==> config.mk <==
export PLATFORM = sky130hd
export DESIGN_NAME = agc_timing
export DESIGN_NICKNAME = d
export VERILOG_FILES = /design/src/logic/agc_pkg.sv /design/src/logic/agc_timing.sv
export VERILOG_INCLUDE_DIRS = /design/src /design/src/logic
export SDC_FILE = /design/constraint.sdc
export NUM_CORES = 1
export LEC_CHECK = 0
export ABC_AREA = 1
export BUFFER_PORTS_ARGS = -buffer_cell sky130_fd_sc_hd__buf_2
export CORE_UTILIZATION = 34
export CTS_BUF_LIST = sky130_fd_sc_hd__clkbuf_4
export DETAILED_ROUTE_END_ITERATION = 10
export PLACE_DENSITY = 0.53
export SYNTH_ARGS = -nofsm -noshare
export SYNTH_HDL_FRONTEND = slang
export SYNTH_SLANG_ARGS = --single-unit
==> constraint.sdc <==
create_clock -name clock -period 4.6 [get_ports clock]
set_input_delay 0.23 -clock clock [delete_from_list [all_inputs] [get_ports clock]]
set_output_delay 0.23 -clock clock [all_outputs]
set_load 0.02 [all_outputs]
==> src/logic/agc_regs.svh <==
/*
  register offsets, reset values, length units and last codes for the right agc timing block.
  assumes an 8-bit register port with byte offsets.
*/
`ifndef AGC_REGS_SVH
`define AGC_REGS_SVH
`define AGC_OFF_DECAY 8'h62
`define AGC_OFF_NOISE 8'h63
`define AGC_OFF_SIGNAL 8'h64
`define AGC_RST_DECAY 8'h00
`define AGC_RST_NOISE 5'h00
`define AGC_RST_SIGNAL 4'h0
`define AGC_DECAY_UNIT 32'd512
`define AGC_DEB_BASE 32'd4
`define AGC_NOISE_STEP 32'd4096
`define AGC_NOISE_LAST_DBL 5'h0B
`define AGC_SIG_LAST_CODE 4'h9
`endif

==> src/logic/agc_pkg.sv <==
/*
  types for the right agc timing block.
  assumes agc_regs.svh holds the numeric constants.
*/
package agc_pkg;
  typedef struct packed {
    logic [4:0] base;
    logic [2:0] mult;
  } agc_decay_t;
  typedef struct packed {
    logic decay_done;
    logic noise_done;
    logic signal_done;
  } agc_flags_t;
  typedef enum logic [1:0] {AGC_IDLE, AGC_RUN, AGC_DONE} agc_state_t;
endpackage

==> src/logic/agc_timing.sv <==
/*
  right agc timing: decay time and noise/signal debounce counters on the sample strobe.
  assumes an 8-bit register port on the system clock and that sample_tick, noise_detect,
  signal_detect and agc_enable come from logic on the same clock.
*/
// Operation
// - decay base is (2N+1) times 512 samples
// - decay scaled by two to the code
// - noise debounce doubles then steps by 4096
// - signal debounce doubles from four to 1024
// - reserved bits read zero, writes ignored
// - counters run only while agc enabled
`timescale 1ns/100ps
`include "agc_regs.svh"
module agc_timing import agc_pkg::*; (
  input wire logic clock,
  input wire logic sys_rst,
  input wire logic reg_wr,
  input wire logic [7:0] reg_addr,
  input wire logic [7:0] reg_wdata,
  output logic [7:0] reg_rdata,
  input wire logic agc_enable,
  input wire logic sample_tick,
  input wire logic decay_start,
  input wire logic noise_detect,
  input wire logic signal_detect,
  output agc_flags_t timing_flags
);
  agc_decay_t decay_reg;
  logic [4:0] noise_reg;
  logic [3:0] signal_reg;
  logic [31:0] decay_len, noise_len, signal_len;
  logic [31:0] decay_cnt_reg;
  logic decay_run_reg;
  logic decay_done_reg;
  logic cfg_chg;
  // debounce channels: index 0 is signal, index 1 is noise
  logic [1:0] deb_detect;
  logic [31:0] deb_len [2];
  logic [31:0] deb_cnt_reg [2];
  logic deb_done_reg [2];

  // doubling debounce: zero at code 0, else 4 << (code-1)
  function automatic logic [31:0] dbl_len(input logic [4:0] code);
    if (code == 5'h00) begin
      dbl_len = 32'd0;
    end else begin
      dbl_len = `AGC_DEB_BASE << (code - 5'h01);
    end
  endfunction

  // interval lengths in samples
  always_comb begin
    decay_len = ((32'({decay_reg.base, 1'b1})) * `AGC_DECAY_UNIT) << decay_reg.mult;
    if (noise_reg > `AGC_NOISE_LAST_DBL) begin
      noise_len = 32'(noise_reg - `AGC_NOISE_LAST_DBL + 5'h01) * `AGC_NOISE_STEP;
    end else begin
      noise_len = dbl_len(noise_reg);
    end
    if (signal_reg > `AGC_SIG_LAST_CODE) begin
      signal_len = dbl_len({1'b0, `AGC_SIG_LAST_CODE});
    end else begin
      signal_len = dbl_len({1'b0, signal_reg});
    end
  end

  // register writes; reserved bits are not stored
  always_ff @(posedge clock or posedge sys_rst) begin
    if (sys_rst) begin
      decay_reg <= `AGC_RST_DECAY;
      noise_reg <= `AGC_RST_NOISE;
      signal_reg <= `AGC_RST_SIGNAL;
    end else if (reg_wr) begin
      if (reg_addr == `AGC_OFF_DECAY) begin
        decay_reg <= reg_wdata;
      end else if (reg_addr == `AGC_OFF_NOISE) begin
        noise_reg <= reg_wdata[4:0];
      end else if (reg_addr == `AGC_OFF_SIGNAL) begin
        signal_reg <= reg_wdata[3:0];
      end
    end
  end

  // a write to any timing register clears the counters and stops a running decay
  assign cfg_chg = reg_wr && (reg_addr == `AGC_OFF_DECAY || reg_addr == `AGC_OFF_NOISE ||
                              reg_addr == `AGC_OFF_SIGNAL);

  // read mux, registered
  always_ff @(posedge clock or posedge sys_rst) begin
    if (sys_rst) begin
      reg_rdata <= 8'h00;
    end else if (reg_addr == `AGC_OFF_DECAY) begin
      reg_rdata <= decay_reg;
    end else if (reg_addr == `AGC_OFF_NOISE) begin
      reg_rdata <= {3'h0, noise_reg};
    end else if (reg_addr == `AGC_OFF_SIGNAL) begin
      reg_rdata <= {4'h0, signal_reg};
    end else begin
      reg_rdata <= 8'h00;
    end
  end

  // decay counter: started by decay_start, counts samples to decay_len;
  // the done flag is a one-cycle pulse so the gain loop takes one step
  always_ff @(posedge clock or posedge sys_rst) begin
    if (sys_rst) begin
      decay_cnt_reg <= 32'd0;
      decay_run_reg <= 1'b0;
      decay_done_reg <= 1'b0;
    end else if (!agc_enable || cfg_chg) begin
      decay_cnt_reg <= 32'd0;
      decay_run_reg <= 1'b0;
      decay_done_reg <= 1'b0;
    end else if (decay_start) begin
      decay_cnt_reg <= 32'd0;
      decay_run_reg <= 1'b1;
      decay_done_reg <= 1'b0;
    end else if (decay_run_reg && sample_tick) begin
      if (decay_cnt_reg + 32'd1 >= decay_len) begin
        decay_run_reg <= 1'b0;
        decay_done_reg <= 1'b1;
      end
      decay_cnt_reg <= decay_cnt_reg + 32'd1;
    end else begin
      decay_done_reg <= 1'b0;
    end
  end

  // detect levels and lengths gathered so both debounce channels share one body
  assign deb_detect = {noise_detect, signal_detect};
  assign deb_len[0] = signal_len;
  assign deb_len[1] = noise_len;

  // debounce: the detect level must hold for deb_len samples before the flag
  // rises; a drop of detect, a register write or a disable starts it over
  generate
    for (genvar g = 0; g < 2; g++) begin : g_deb
      always_ff @(posedge clock or posedge sys_rst) begin
        if (sys_rst) begin
          deb_cnt_reg[g] <= 32'd0;
          deb_done_reg[g] <= 1'b0;
        end else if (!agc_enable || cfg_chg || !deb_detect[g]) begin
          deb_cnt_reg[g] <= 32'd0;
          deb_done_reg[g] <= 1'b0;
        end else if (deb_cnt_reg[g] >= deb_len[g]) begin
          deb_done_reg[g] <= 1'b1;
        end else if (sample_tick) begin
          deb_cnt_reg[g] <= deb_cnt_reg[g] + 32'd1;
        end
      end
    end
  endgenerate

  // flags leave the block straight from their flip-flops, one driver for the struct
  assign timing_flags = '{decay_done: decay_done_reg, noise_done: deb_done_reg[1],
                          signal_done: deb_done_reg[0]};

  // disabled agc drops every flag and stops the counts
  a_dis_no_flags: assert property (@(posedge clock) disable iff (sys_rst)
    !agc_enable |=> timing_flags == 3'b000) else $error("flags while disabled");
  a_dis_decay_stop: assert property (@(posedge clock) disable iff (sys_rst)
    !agc_enable |=> !decay_run_reg) else $error("decay runs while disabled");
  a_dis_noise_clear: assert property (@(posedge clock) disable iff (sys_rst)
    !agc_enable |=> deb_cnt_reg[1] == 32'd0) else $error("noise count while disabled");

  // reserved bits of the debounce registers always read back as zero
  a_res_noise_zero: assert property (@(posedge clock) disable iff (sys_rst)
    reg_addr == `AGC_OFF_NOISE |=> reg_rdata[7:5] == 3'h0) else $error("noise rsvd");
  a_res_sig_zero: assert property (@(posedge clock) disable iff (sys_rst)
    reg_addr == `AGC_OFF_SIGNAL |=> reg_rdata[7:4] == 4'h0) else $error("signal rsvd");

  // decay length: odd base times 512, then shifted by the multiplier code
  a_decay_len_min: assert property (@(posedge clock) disable iff (sys_rst)
    decay_reg == 8'h00 |-> decay_len == 32'd512) else $error("decay min");
  a_decay_len_odd: assert property (@(posedge clock) disable iff (sys_rst)
    decay_reg == 8'h08 |-> decay_len == 32'd1536) else $error("decay odd base");
  a_decay_len_mult: assert property (@(posedge clock) disable iff (sys_rst)
    decay_reg == 8'h07 |-> decay_len == 32'd65536) else $error("decay mult");
  a_decay_len_max: assert property (@(posedge clock) disable iff (sys_rst)
    decay_reg == 8'hFF |-> decay_len == 32'd4128768) else $error("decay max");
  a_decay_one_pulse: assert property (@(posedge clock) disable iff (sys_rst)
    timing_flags.decay_done |=> !timing_flags.decay_done) else $error("decay pulse");
  a_decay_tick_only: assert property (@(posedge clock) disable iff (sys_rst)
    decay_run_reg && !sample_tick && !decay_start && agc_enable && !cfg_chg |=>
    $stable(decay_cnt_reg)) else $error("decay count without tick");

  // noise debounce length: doubling up to 4096, then whole steps of 4096
  a_noise_len_min: assert property (@(posedge clock) disable iff (sys_rst)
    noise_reg == 5'h01 |-> noise_len == 32'd4) else $error("noise min");
  a_noise_len_dbl: assert property (@(posedge clock) disable iff (sys_rst)
    noise_reg == 5'h0B |-> noise_len == 32'd4096) else $error("noise last double");
  a_noise_len_step: assert property (@(posedge clock) disable iff (sys_rst)
    noise_reg == 5'h0C |-> noise_len == 32'd8192) else $error("noise first step");
  a_noise_len_top: assert property (@(posedge clock) disable iff (sys_rst)
    noise_reg == 5'h1F |-> noise_len == 32'd86016) else $error("noise top");
  a_noise_zero_code: assert property (@(posedge clock) disable iff (sys_rst)
    agc_enable && noise_detect && noise_reg == 5'h00 && !cfg_chg ##1
    agc_enable && noise_detect && !cfg_chg |=> timing_flags.noise_done)
    else $error("zero noise debounce");
  a_noise_drop_flag: assert property (@(posedge clock) disable iff (sys_rst)
    !noise_detect |=> !timing_flags.noise_done) else $error("noise flag without detect");

  // signal debounce length: doubling from four, held at 1024 above code 9
  a_sig_len_min: assert property (@(posedge clock) disable iff (sys_rst)
    signal_reg == 4'h1 |-> signal_len == 32'd4) else $error("signal min");
  a_sig_len_top: assert property (@(posedge clock) disable iff (sys_rst)
    signal_reg == 4'h9 |-> signal_len == 32'd1024) else $error("signal top");
  a_sig_len_clamp: assert property (@(posedge clock) disable iff (sys_rst)
    signal_reg > 4'h9 |-> signal_len == 32'd1024) else $error("signal clamp");
  a_sig_drop_flag: assert property (@(posedge clock) disable iff (sys_rst)
    !signal_detect |=> !timing_flags.signal_done) else $error("signal flag without detect");
  a_sig_hold_flag: assert property (@(posedge clock) disable iff (sys_rst)
    timing_flags.signal_done && signal_detect && agc_enable && !cfg_chg |=>
    timing_flags.signal_done) else $error("signal flag dropped");

  // any timing register write restarts both debounce counts
  a_cfg_restart: assert property (@(posedge clock) disable iff (sys_rst)
    cfg_chg |=> deb_cnt_reg[0] == 32'd0 && deb_cnt_reg[1] == 32'd0) else $error("reload");

  // main scenarios: each interval ends, long noise steps, clamped signal codes
  c_decay_done: cover property (@(posedge clock) disable iff (sys_rst) timing_flags.decay_done);
  c_noise_done: cover property (@(posedge clock) disable iff (sys_rst) timing_flags.noise_done);
  c_sig_done: cover property (@(posedge clock) disable iff (sys_rst) timing_flags.signal_done);
  c_noise_long: cover property (@(posedge clock) disable iff (sys_rst)
    timing_flags.noise_done && noise_reg > 5'h0B);
  c_sig_clamp: cover property (@(posedge clock) disable iff (sys_rst)
    timing_flags.signal_done && signal_reg > 4'h9);
endmodule // agc_timing

Word level (Yosys, flattened, before mapping)
Cells that the tools add are included.

Output and inout bits: 11. Register bits after elaboration: 125.

Bitwise gates (word level): 2. Multiplexer cells: 28. Shifts and indexed selects: 3. Reductions and logical operators: 24. Equality and inequality tests: 6. Add/sub/neg operators: 7. Magnitude comparators: 5.

Operator list (number): $mux 32 (13); $add 32x1->32 const B (3); $ge 32x32->1 (3); $shl 3x5->32 const A (2); $shl 15x3->32 (1); $eq 8x7->1 const B (3); $mux 1 (12); $mux 8 (1); $reduce_and 2->1 (4); $reduce_bool 2->1 (4); $add 6x2->7 const B (1); $reduce_bool 3->1 (2); $sub 5x4->6 const B (1); $gt 5x4->1 const B (1); $logic_not 5->1 (1); $logic_or 1x1->1 (5); $mux 5 (1); $sub 4x1->5 const B (1); $sub 5x1->5 const B (1); $gt 4x4->1 const B (1); $logic_not 4->1 (1); $mux 4 (1); $ne 2x2->1 const B (2); $ne 4x3->1 const B (1); 5 further kinds (9).

Longest topological paths before layout
Gate-level depths: netlist of run 1.

Depth after elaboration: 8. Mapped depth: 22. Gate-level depth less buffers: 22.

Least setup slack after synthesis of run 1
No wires, ideal clock.

Path kind: flip-flop to flip-flop. Start point: register noise_reg[2]. End point: register deb_cnt_reg[0] (netlist bit). Period minus slack after synthesis: 3.316 ns. Path slack: 1.284 ns. Stages on the path, launching flop included: 23. Arrival time: 3.250 ns. Cells stage by stage: dfrtp_1 > clkbuf_1 > inv_1 > ha_1 > nand2_1 > nand2_1 > xor2_1 > clkinv_1 > nor4_1 > o21ai_0 > ha_1 > nand2_1 > inv_1 > o21ai_0 > nand2_1 > a21oi_1 > nand2_1 > nand3_1 > nand3_1 > nand2_1 > buf_2 > nand2_1 > nand2_1.

Word-level cells in the longest chain between the ends: 7.

Ends and longest elaborated chain: start: declaration (RTL line agc_timing.sv:30) `logic [4:0] noise_reg;`; start signal: assignment (RTL line agc_timing.sv:71) `` noise_reg <= `AGC_RST_NOISE; ``; start signal: assignment (RTL line agc_timing.sv:77) `noise_reg <= reg_wdata[4:0];`; branches (longest 3 deep; another with $add 6x2->7); $mux 32 * (RTL line agc_timing.sv:55) `` if (noise_reg > `AGC_NOISE_LAST_DBL) begin ``; $ge 32x32->1 * (RTL line agc_timing.sv:145) `end else if (deb_cnt_reg[g] >= deb_len[g]) begin`; $ne 2x2->1 (no line) *; $reduce_and 2->1 (no line) *; end signal: indexed assignment (RTL line agc_timing.sv:148) `deb_cnt_reg[g] <= deb_cnt_reg[g] + 32'd1;`; end: declaration (RTL line agc_timing.sv:40) `logic [31:0] deb_cnt_reg [2];`.

Every way passes the cells marked *. A chain may end at the register's enable or synchronous reset.

Worst setup path in the final report of run 1
Start point: register noise_reg[2]. End point: register deb_cnt_reg[22] (netlist bit).

The elaborated chain is that of the path after synthesis.

==> flow_summary.json, run 1 <==
{
  "status": "complete, no violations",
  "cp-endpoint": "deb_cnt_reg[22]",
  "syn_to_final_growth_pct": 10.4,
  "path_cells": "inv_1, ha_1, nand2_1, nand2_1, xor2_1, clkinv_1, nor4_1, o21ai_0, ha_1, nand2_1, inv_1, o21ai_0, nand2_1, a21oi_1, nand2_1, nand3_1, nand3_1, buf_4, nand2_1, buf_4, nand2_1, nand2_1",
  "critPathMaxStageDelay_ps": 510,
  "setup_viol": 0,
  "yosysWarnings": 0,
  "ys_seq_area_share_pct": 31.8,
  "critPathKind": "register to register",
  "grt_pass1_wl_um": 44900,
  "start_util_pct": 35.0,
  "endpoint_kind": "register",
  "maxCapViolCount": 0,
  "cts-buffers-inserted": 17,
  "worst_pin_slew_ps": 853,
  "die_h_um": 172,
  "fin_setup_tns_ps": 0,
  "setup_slack_ps": 574,
  "vias": 9171,
  "via_per_inst": 4.87,
  "drtAntennaViolNets": 0,
  "dr.pass1.iters": 5,
  "power_density_nw_per_um2": 203,
  "cts.htree.levels": 4,
  "grt_max_degree": 90,
  "hold_viol": 0,
  "avgRoutedWirePerCell_um": 14.1,
  "hp-class": "input port to register",
  "critPathMaxFanout": 33,
  "cp_slowest_cell": "dfrtp_1",
  "grt.total_usage_pct": 19.0,
  "final_cells": 1885,
  "drcViolationCount": 0,
  "dp_worst_setup_slack_ps": 630,
  "cts_tree": "built",
  "reg2reg_from": "noise_reg[2]",
  "crit_required_ps": 5070,
  "reg2reg_depth": 22,
  "die_w_um": 172,
  "fin_skew_ps": 21.2,
  "post-cts-setup-buffer-count": 0,
  "wl_um": 26600,
  "rsz0062_at_grt": "no",
  "antenna_found_initial": 1,
  "cp-start-kind": "register",
  "rows": 61,
  "synth.avg_cell_area_um2": 6.87,
  "crit_path_start": "noise_reg[2]",
  "slew_headroom_pct": 43.1,
  "die_area_um2": 29600,
  "drive_above_1_share_pct": 5.51,
  "hp-start": "agc_enable",
  "ys_types": 41,
  "regToRegSetupSlack_ps": 570,
  "clock_latency_ps": 540,
  "timing.rr.end": "deb_cnt_reg[22]",
  "ir_worst_vdd_mv": 0.148,
  "max-clock-path-buffers": 2,
  "p_leak_nw": 5.06,
  "nets": 1603,
  "io_pins": 35,
  "core-area_um2": 28100,
  "arrival_ps": 4500,
  "overflow": 0,
  "grt_pass1_vias": 8938,
  "max_freq_mhz": 248,
  "port_buffers": 34,
  "finalCritPeriodShare_pct": 87.5,
  "slew_viol_final": 0,
  "dp_cells": 1842,
  "clk_pin_slew_ps": 110,
  "whs_ps": 132,
  "clock_sinks": 125,
  "cts_root_buffer": "clkbuf_4",
  "syn-instance-count": 1431,
  "gp_congestion": 0.880,
  "drt_iter0_drc": 537,
  "fin_crit_ps": 4030,
  "crit_path_frequent_cell": "nand2_1",
  "synth_area_um2": 9830,
  "post-dp-hpwl_um": 19900,
  "largest_reg_flops": 64,
  "ys_ff_latch": 125
}
-- power by group --
group | internal, mW | switching [mW]
clock | 0.382 | 0.451
sequential | 1.11 | 0.0169
combinational | 0.0671 | 0.171
-- routing by layer --
layer / global-route usage (%) / vias up / routed length [um]
li1: - / 4766 / -
met2: 32.3 / 153 / 12500
met4: 3.81 / 0 / 253
met3: 3.34 / 19 / 892
met5: 0 / - / 0
met1: 25.3 / 4233 / 13000
-- cells in the final DEF, fill, tap and decap left out, types with 15 or more instances in the layout --
cell type / instances
clkbuf_4: 19
nand4_1: 22
a21oi_1: 41
nand2_1: 432
conb_1: 30
nor3_1: 34
inv_1: 119
dfrtp_1: 125
nor2_1: 204
ha_1: 86
xor2_1: 42
nor4_1: 15
xnor2_1: 41
nand3_1: 127
buf_2: 34
o21ai_0: 54
-- worst max-delay path: cells and delay by family (launching register included) --
family,cells,cell delay (ps)
adders and majority gates,2,510
DFF,1,510
AOI/OAI and AO/OA,3,370
xor gates and xnor gates,1,350
and+or+nand+nor,11,1090
buffers and inverters,5,1110
-- per-stage QoR --
step / total power [mW] / instance area [um^2] / utilization, %
2_1_floorplan: 1.31 / 9940 / -
3_3_place_gp: 1.38 / 10500 / 37.2
3_5_place_dp: 1.38 / 10500 / 37.2
4_1_cts: 2.23 / 10900 / 38.6
5_1_grt: 2.31 / 10900 / 38.6
6_report: 2.20 / 10900 / 38.6
-- synthesized netlist by cell type, drive strengths merged --
library cell / number / area share (%)
o31ai: 3 / 0.23
ha: 86 / 11
nor2: 205 / 7.9
xor2: 42 / 3.7
a21oi: 42 / 2.2
nand3b: 3 / 0.23
buf: 22 / 1.3
nor3: 36 / 2.0
inv: 121 / 4.6
xnor2: 41 / 3.7
nand3: 127 / 6.5
or2: 4 / 0.25
nor4: 15 / 0.95
o21bai: 1 / 0.076
o21ai: 54 / 2.7
clkbuf: 16 / 0.61
nor3b: 2 / 0.15
a21boi: 1 / 0.076
o22ai: 14 / 0.89
a41oi: 1 / 0.089
o211ai: 3 / 0.23
a21o: 1 / 0.076
a22oi: 1 / 0.076
nand4: 22 / 1.4
o221ai: 4 / 0.36
nand2: 434 / 17
mux2i: 1 / 0.10
a211oi: 1 / 0.076
clkinv: 2 / 0.076
conb: 1 / 0.038
dfrtp: 125 / 32
-- cell type report --
type	count	area, um^2
inverters	123	467
clock inverters	13	149
fillers	3091	17200
repair buffers	52	330
multi-input cells	1174	6160
diodes	1	2.50
clock buffers	19	143
well taps	378	473
flip-flops and latches	125	3130
-- kinds of logic after synthesis --
family | synth area share, %
and+or+nand+nor | 36.0
buffers and inverters | 6.62
other | 0.0381
xor gates and xnor gates | 7.39
adders and majority gates | 10.9
DFF | 31.8
muxes | 0.102
AOI/OAI and AO/OA | 7.10
-- what timing repair did --
item | 4_1_cts | 5_1_grt
hold buffers | 10 | 0
gates resized for setup | 0 | 0
hold endpoints to repair | 105 | 0
-- worst min path at each step --
stage | to | slack, ps | cells after the start
2_1_floorplan | decay_run_reg | 350 | 2
4_1_cts | decay_run_reg | 100 | 5
3_5_place_dp | deb_cnt_reg[50] | 480 | 2
5_1_grt | decay_run_reg | 110 | 5
3_3_place_gp | decay_reg[4] | 470 | 2
6_report | decay_run_reg | 130 | 5
No activity file was read; power rests on OpenSTA's default activity.
==> inputs of run 2 (changes only) <==
--- a/config.mk
+++ b/config.mk
@@ -11,6 +11,7 @@
 export CORE_UTILIZATION = 34
 export CTS_BUF_LIST = sky130_fd_sc_hd__clkbuf_4
 export DETAILED_ROUTE_END_ITERATION = 10
+export HOLD_SLACK_MARGIN = 0.15
 export PLACE_DENSITY = 0.53
 export SYNTH_ARGS = -nofsm -noshare
 export SYNTH_HDL_FRONTEND = slang
==> run 2 against run 1 <==
Effect of this change: final area increased by 0.28%; power about the same; combinational power about the same; clock-buffer cell count unchanged; via count increased by 0.37%; sequential share of layout area decreased by 0.079 points; sequential cell count unchanged; non-clock buffer count increased by 3; largest cell class unchanged.
==> flow_summary.json, run 2 (synthesis gave the netlist of run 1 again) <==
{
  "maxCapViolCount": 0,
  "post-cts-setup-buffer-count": 0,
  "die_h_um": 172,
  "gp_congestion": 0.880,
  "cts_tree": "built",
  "hp-start": "reg_wr",
  "finalCritPeriodShare_pct": 88.5,
  "critPathMaxFanout": 33,
  "power.share.clock_pct": 37.8,
  "fin_skew_ps": 20.1,
  "grtUsageMet1_pct": 25.3,
  "fin_crit_ps": 4070,
  "grtUsageMet2_pct": 32.3,
  "hp-class": "input port to register",
  "largest_reg_flops": 64,
  "rows": 61,
  "fin_setup_tns_ps": 0,
  "drcViolationCount": 0,
  "cts.htree.levels": 4,
  "die_area_um2": 29600,
  "hold_viol": 0,
  "final_common_cell": "nand2_1",
  "slew_headroom_pct": 43.2,
  "nets": 1606,
  "worst_pin_slew_ps": 852,
  "die_w_um": 172,
  "drive_above_1_share_pct": 5.50,
  "power_density_nw_per_um2": 202,
  "cts-buffers-inserted": 17,
  "p_sw_share_pct": 29.1,
  "p_comb_share_pct": 10.9,
  "timing.rr.end": "deb_cnt_reg[22]",
  "grt.total_usage_pct": 19.1,
  "crit_required_ps": 5070,
  "reg2reg_depth": 22,
  "cp-start-kind": "register",
  "placed_cell_area_um2": 10500,
  "grt_max_degree": 90,
  "cp-endpoint": "deb_cnt_reg[22]",
  "clock_latency_ps": 540,
  "overflow": 0,
  "arrival_ps": 4540,
  "grt_pass1_vias": 8944,
  "clk_pin_slew_ps": 110,
  "critPathKind": "register to register",
  "status": "complete, no violations",
  "p_leak_nw": 5.08,
  "ir_worst_vdd_mv": 0.147,
  "p_seq_share_pct": 51.2,
  "post-dp-hpwl_um": 19900,
  "use_met3_pct": 3.34,
  "p_sw_uw": 639,
  "drt_iter0_drc": 496,
  "avgRoutedWirePerCell_um": 14.1,
  "vias": 9205,
  "via_per_inst": 4.88,
  "core-area_um2": 28100,
  "p_int_mw": 1.56,
  "mostFrequentLayoutCells": "nand2_1, nor2_1, nand3_1",
  "crit_path_start": "noise_reg[2]",
  "clock_sinks": 125,
  "top_usage_layer": "met2",
  "dr.pass1.iters": 6,
  "grt_pass1_wl_um": 44900,
  "io_pins": 35,
  "start_util_pct": 35.0,
  "reg2reg_from": "noise_reg[2]",
  "drtAntennaViolNets": 0,
  "antenna_found_initial": 1,
  "fin_total_pwr_mw": 2.20,
  "max_freq_mhz": 246,
  "slew_viol_final": 0,
  "cts_root_buffer": "clkbuf_4",
  "whs_path_depth": 5,
  "wl_um": 26700,
  "rsz0062_at_grt": "no",
  "regToRegSetupSlack_ps": 530,
  "num-fill-cells": 3088,
  "syn_to_final_growth_pct": 10.7,
  "port_buffers": 34,
  "fin_area_um2": 10900,
  "max-clock-path-buffers": 2,
  "endpoint_kind": "register",
  "setup_viol": 0
}
-- run 2: changes by cell type in the layout (fill, tap and decap cells not counted), sizes merged --
cell / previous run / this run
dlygate4sd3: 10 / 13
-- run 2: critical path: stages (launching register included) --
cell      delay, ps
dfrtp_1         510
inv_1           150
ha_1            210
nand2_1          80
nand2_1          70
xor2_1          350
clkinv_1        350
nor4_1          290
o21ai_0         110
ha_1            300
nand2_1          80
inv_1            30
o21ai_0         150
nand2_1          70
a21oi_1         110
nand2_1         100
nand3_1         100
nand3_1          70
buf_4           250
nand2_1         100
buf_4           340
nand2_1         100
nand2_1          70
-- run 2: final cells by class --
cell class | instances | area (um^2) | area share (%)
Timing Repair Buffer | 55 | 360 | 3.31
Antenna cell | 1 | 2.50 | 0.0230
Multi-Input combinational cell | 1174 | 6160 | 56.6
Clock buffer | 19 | 143 | 1.31
Inverter | 123 | 467 | 4.29
Tap cell | 378 | 473 | 4.35
Clock inverter | 13 | 149 | 1.37
Sequential cell | 125 | 3130 | 28.7
-- run 2: metal layers --
layer  wire [um]  vias to the layer above
met5           0                        -
met4         252                        0
met3         853                       19
met2       12500                      163
met1       13100                     4254
li1            -                     4769
-- run 2: worst min path at each step --
stage / endpoint
after floorplan: decay_run_reg
after global placement: decay_reg[4]
after detailed placement: deb_cnt_reg[50]
after CTS: signal_reg[0]
after global routing: signal_reg[0]
final: signal_reg[0]
-- run 2: power by group through the flow --
stage / Combinational, mW / Clock, mW / Sequential (mW)
after floorplan: 0.170 / 0 / 1.14
after global placement: 0.230 / 0 / 1.15
after detailed placement: 0.233 / 0 / 1.15
after CTS: 0.242 / 0.860 / 1.13
after global routing: 0.277 / 0.900 / 1.13
final: 0.240 / 0.832 / 1.13
-- run 2: repair_timing --
item | in CTS | in global routing
gates resized for setup | 0 | 0
endpoints found under the hold margin | 107 | 0
hold buffers | 13 | 0
-- run 2: stage by stage --
| step | cells | utilization [%] | setup WS (ps) | hold WS, ps |
|---|---|---|---|---|
| 2_1_floorplan | 1460 | - | 1040 | 347 |
| 3_3_place_gp | 1842 | 37.2 | 710 | 471 |
| 3_5_place_dp | 1842 | 37.2 | 630 | 477 |
| 4_1_cts | 1887 | 38.7 | 602 | 155 |
| 5_1_grt | 1888 | 38.7 | 22.2 | 191 |
| 6_report | 1888 | 38.7 | 530 | 185 |
==> inputs of run 3 (changes only) <==
--- a/config.mk
+++ b/config.mk
@@ -8,11 +8,13 @@
 export LEC_CHECK = 0
 export ABC_AREA = 1
 export BUFFER_PORTS_ARGS = -buffer_cell sky130_fd_sc_hd__buf_2
+export CELL_PAD_IN_SITES_DETAIL_PLACEMENT = 1
+export CELL_PAD_IN_SITES_GLOBAL_PLACEMENT = 1
 export CORE_UTILIZATION = 34
 export CTS_BUF_LIST = sky130_fd_sc_hd__clkbuf_4
 export DETAILED_ROUTE_END_ITERATION = 10
 export HOLD_SLACK_MARGIN = 0.15
-export PLACE_DENSITY = 0.53
+export PLACE_DENSITY = 0.7
 export SYNTH_ARGS = -nofsm -noshare
 export SYNTH_HDL_FRONTEND = slang
 export SYNTH_SLANG_ARGS = --single-unit
==> run 3 against run 2 <==
Effect of this change: non-clock buffer count grew 15; global-route usage grew 2.7 points; critical path depth down 1; worst hold slack better by 21 ps; combinational power grew 7%; clock skew is 9.4 ps higher; via count up 4.4%; utilization rose by 0.49 points; register-to-register slack improved by 150 ps; clock power shrank 0.6%; worst setup slack better by 150 ps; final cell count increased by 0.79%.
==> flow_summary.json, run 3 (synthesis gave the netlist of run 1 again) <==
{
  "drtAntennaViolNets": 0,
  "die_h_um": 172,
  "drt_iter0_drc": 427,
  "hold_viol": 0,
  "final_common_cell": "nand2_1",
  "slew_viol_final": 0,
  "port_buffers": 34,
  "wl_um": 29900,
  "nets": 1621,
  "cts_root_buffer": "clkbuf_4",
  "drive_above_1_share_pct": 5.64,
  "whs_path_depth": 4,
  "fin_crit_ps": 3920,
  "rows": 61,
  "timing.rr.end": "deb_cnt_reg[30]",
  "drcViolationCount": 0,
  "clk_pin_slew_ps": 140,
  "whs_ps": 206,
  "grt.total_usage_pct": 21.8,
  "critPathKind": "register to register",
  "worst_pin_slew_ps": 952,
  "rsz0062_at_grt": "no",
  "grt_max_degree": 98,
  "max_freq_mhz": 255,
  "min_to": "reg_rdata[4]",
  "avgRoutedWirePerCell_um": 15.7,
  "crit_path_start": "noise_reg[1]",
  "num-fill-cells": 3692,
  "die_w_um": 172,
  "setup_slack_ps": 678,
  "critPathMaxFanout": 32,
  "ir_worst_vdd_mv": 0.150,
  "regToRegSetupSlack_ps": 680,
  "cts-buffers-inserted": 17,
  "reg2reg_depth": 21,
  "clock_latency_ps": 600,
  "slew_headroom_pct": 36.5,
  "clock_sinks": 125,
  "io_pins": 35,
  "syn_to_final_growth_pct": 12.1,
  "gp_congestion": 0.887,
  "vias": 9606,
  "finalCritPeriodShare_pct": 85.3,
  "max-clock-path-buffers": 2,
  "arrival_ps": 4450,
  "setup_viol": 0,
  "post-cts-setup-buffer-count": 0,
  "hp-class": "input port to register",
  "cp-start-kind": "register",
  "die_area_um2": 29600,
  "fin_skew_ps": 29.6,
  "cts.htree.levels": 4,
  "post-dp-hpwl_um": 22700,
  "maxCapViolCount": 0,
  "overflow": 0,
  "via_per_inst": 5.05,
  "start_util_pct": 35.0,
  "dp_worst_setup_slack_ps": 748,
  "hp-start": "reg_addr[3]",
  "regArea_um2": 3130,
  "grt_pass1_vias": 10000,
  "multiInputGateArea_um2": 6160,
  "largest_reg_flops": 64,
  "cts_tree": "built",
  "p_leak_nw": 5.11,
  "fin_setup_tns_ps": 0,
  "endpoint_kind": "register",
  "dr.pass1.iters": 5,
  "power_density_nw_per_um2": 201,
  "core-area_um2": 28100,
  "crit_required_ps": 5120,
  "grt_pass1_wl_um": 50700,
  "antenna_found_initial": 1,
  "status": "complete, no violations",
  "mostFrequentLayoutCells": "nand2_1, nor2_1, nand3_1",
  "reg2reg_from": "noise_reg[1]"
}
[run 3: cell count changes in the layout (fill, tap and decap cells not counted), sizes merged]
cell,before,now
dlygate4sd3,13,26
buf,42,44
bufinv,3,2
clkinv,9,8
clkinvlp,3,4
inv,121,122
[run 3: stage by stage]
| step | area, um^2 | instances | utilization [%] | power [mW] |
|---|---|---|---|---|
| after floorplan | 9940 | 1460 | - | 1.31 |
| after global placement | 10500 | 1844 | 37.3 | 1.38 |
| after detailed placement | 10500 | 1844 | 37.3 | 1.39 |
| after CTS | 11000 | 1902 | 39.2 | 2.25 |
| after global routing | 11000 | 1903 | 39.2 | 2.32 |
| final | 11000 | 1903 | 39.2 | 2.21 |
[run 3: power by group]
part,switching (mW),internal [mW]
Sequential,0.0178,1.11
Clock,0.493,0.335
Combinational,0.180,0.0759
[run 3: repair_timing]
action / in CTS / in global routing
hold buffers: 26 / 0
endpoints found under the hold margin: 126 / 0
gates resized for setup: 0 / 0
[run 3: final cells by class]
class                      count  share of cell area, %
multi-input combinational   1174                   55.9
antenna                        1                 0.0227
clock inverter                13                   1.29
clock buffer                  19                   1.29
sequential                   125                   28.4
tap                          378                   4.29
timing repair buffer          70                   4.59
inverter                     123                   4.23
[run 3: routing by layer]
metal | up-vias | track usage, % | part of all wire, %
li1 | 4794 | - | -
met1 | 4684 | 28.0 | 48
met2 | 100 | 37.8 | 48
met3 | 28 | 3.27 | 2.1
met4 | 0 | 5.54 | 1.5
met5 | - | 0 | 0
[run 3: worst max-delay path by stage]
stage | end | depth (start not counted) | slack (ps)
2_1_floorplan | deb_cnt_reg[0] | 1 | 1040
3_3_place_gp | deb_cnt_reg[22] | 20 | 940
3_5_place_dp | deb_cnt_reg[30] | 21 | 750
4_1_cts | deb_cnt_reg[30] | 21 | 700
5_1_grt | deb_cnt_reg[7] | 21 | 290
6_report | deb_cnt_reg[30] | 21 | 680
[run 3: critical path, cell delays in order, from the launching register on]
cell	delay [ps]
dfrtp_1	460
inv_1	220
ha_1	190
nand2_1	50
nand2_1	80
xor2_1	400
clkinv_1	390
nor4_1	320
o21ai_0	120
ha_1	300
nand2_1	70
inv_1	30
o21ai_0	160
nand2_1	70
a21oi_1	110
nand2_1	80
nand3_1	90
nand3_1	90
nand2_1	80
buf_4	340
nand2_1	110
nand2_1	80
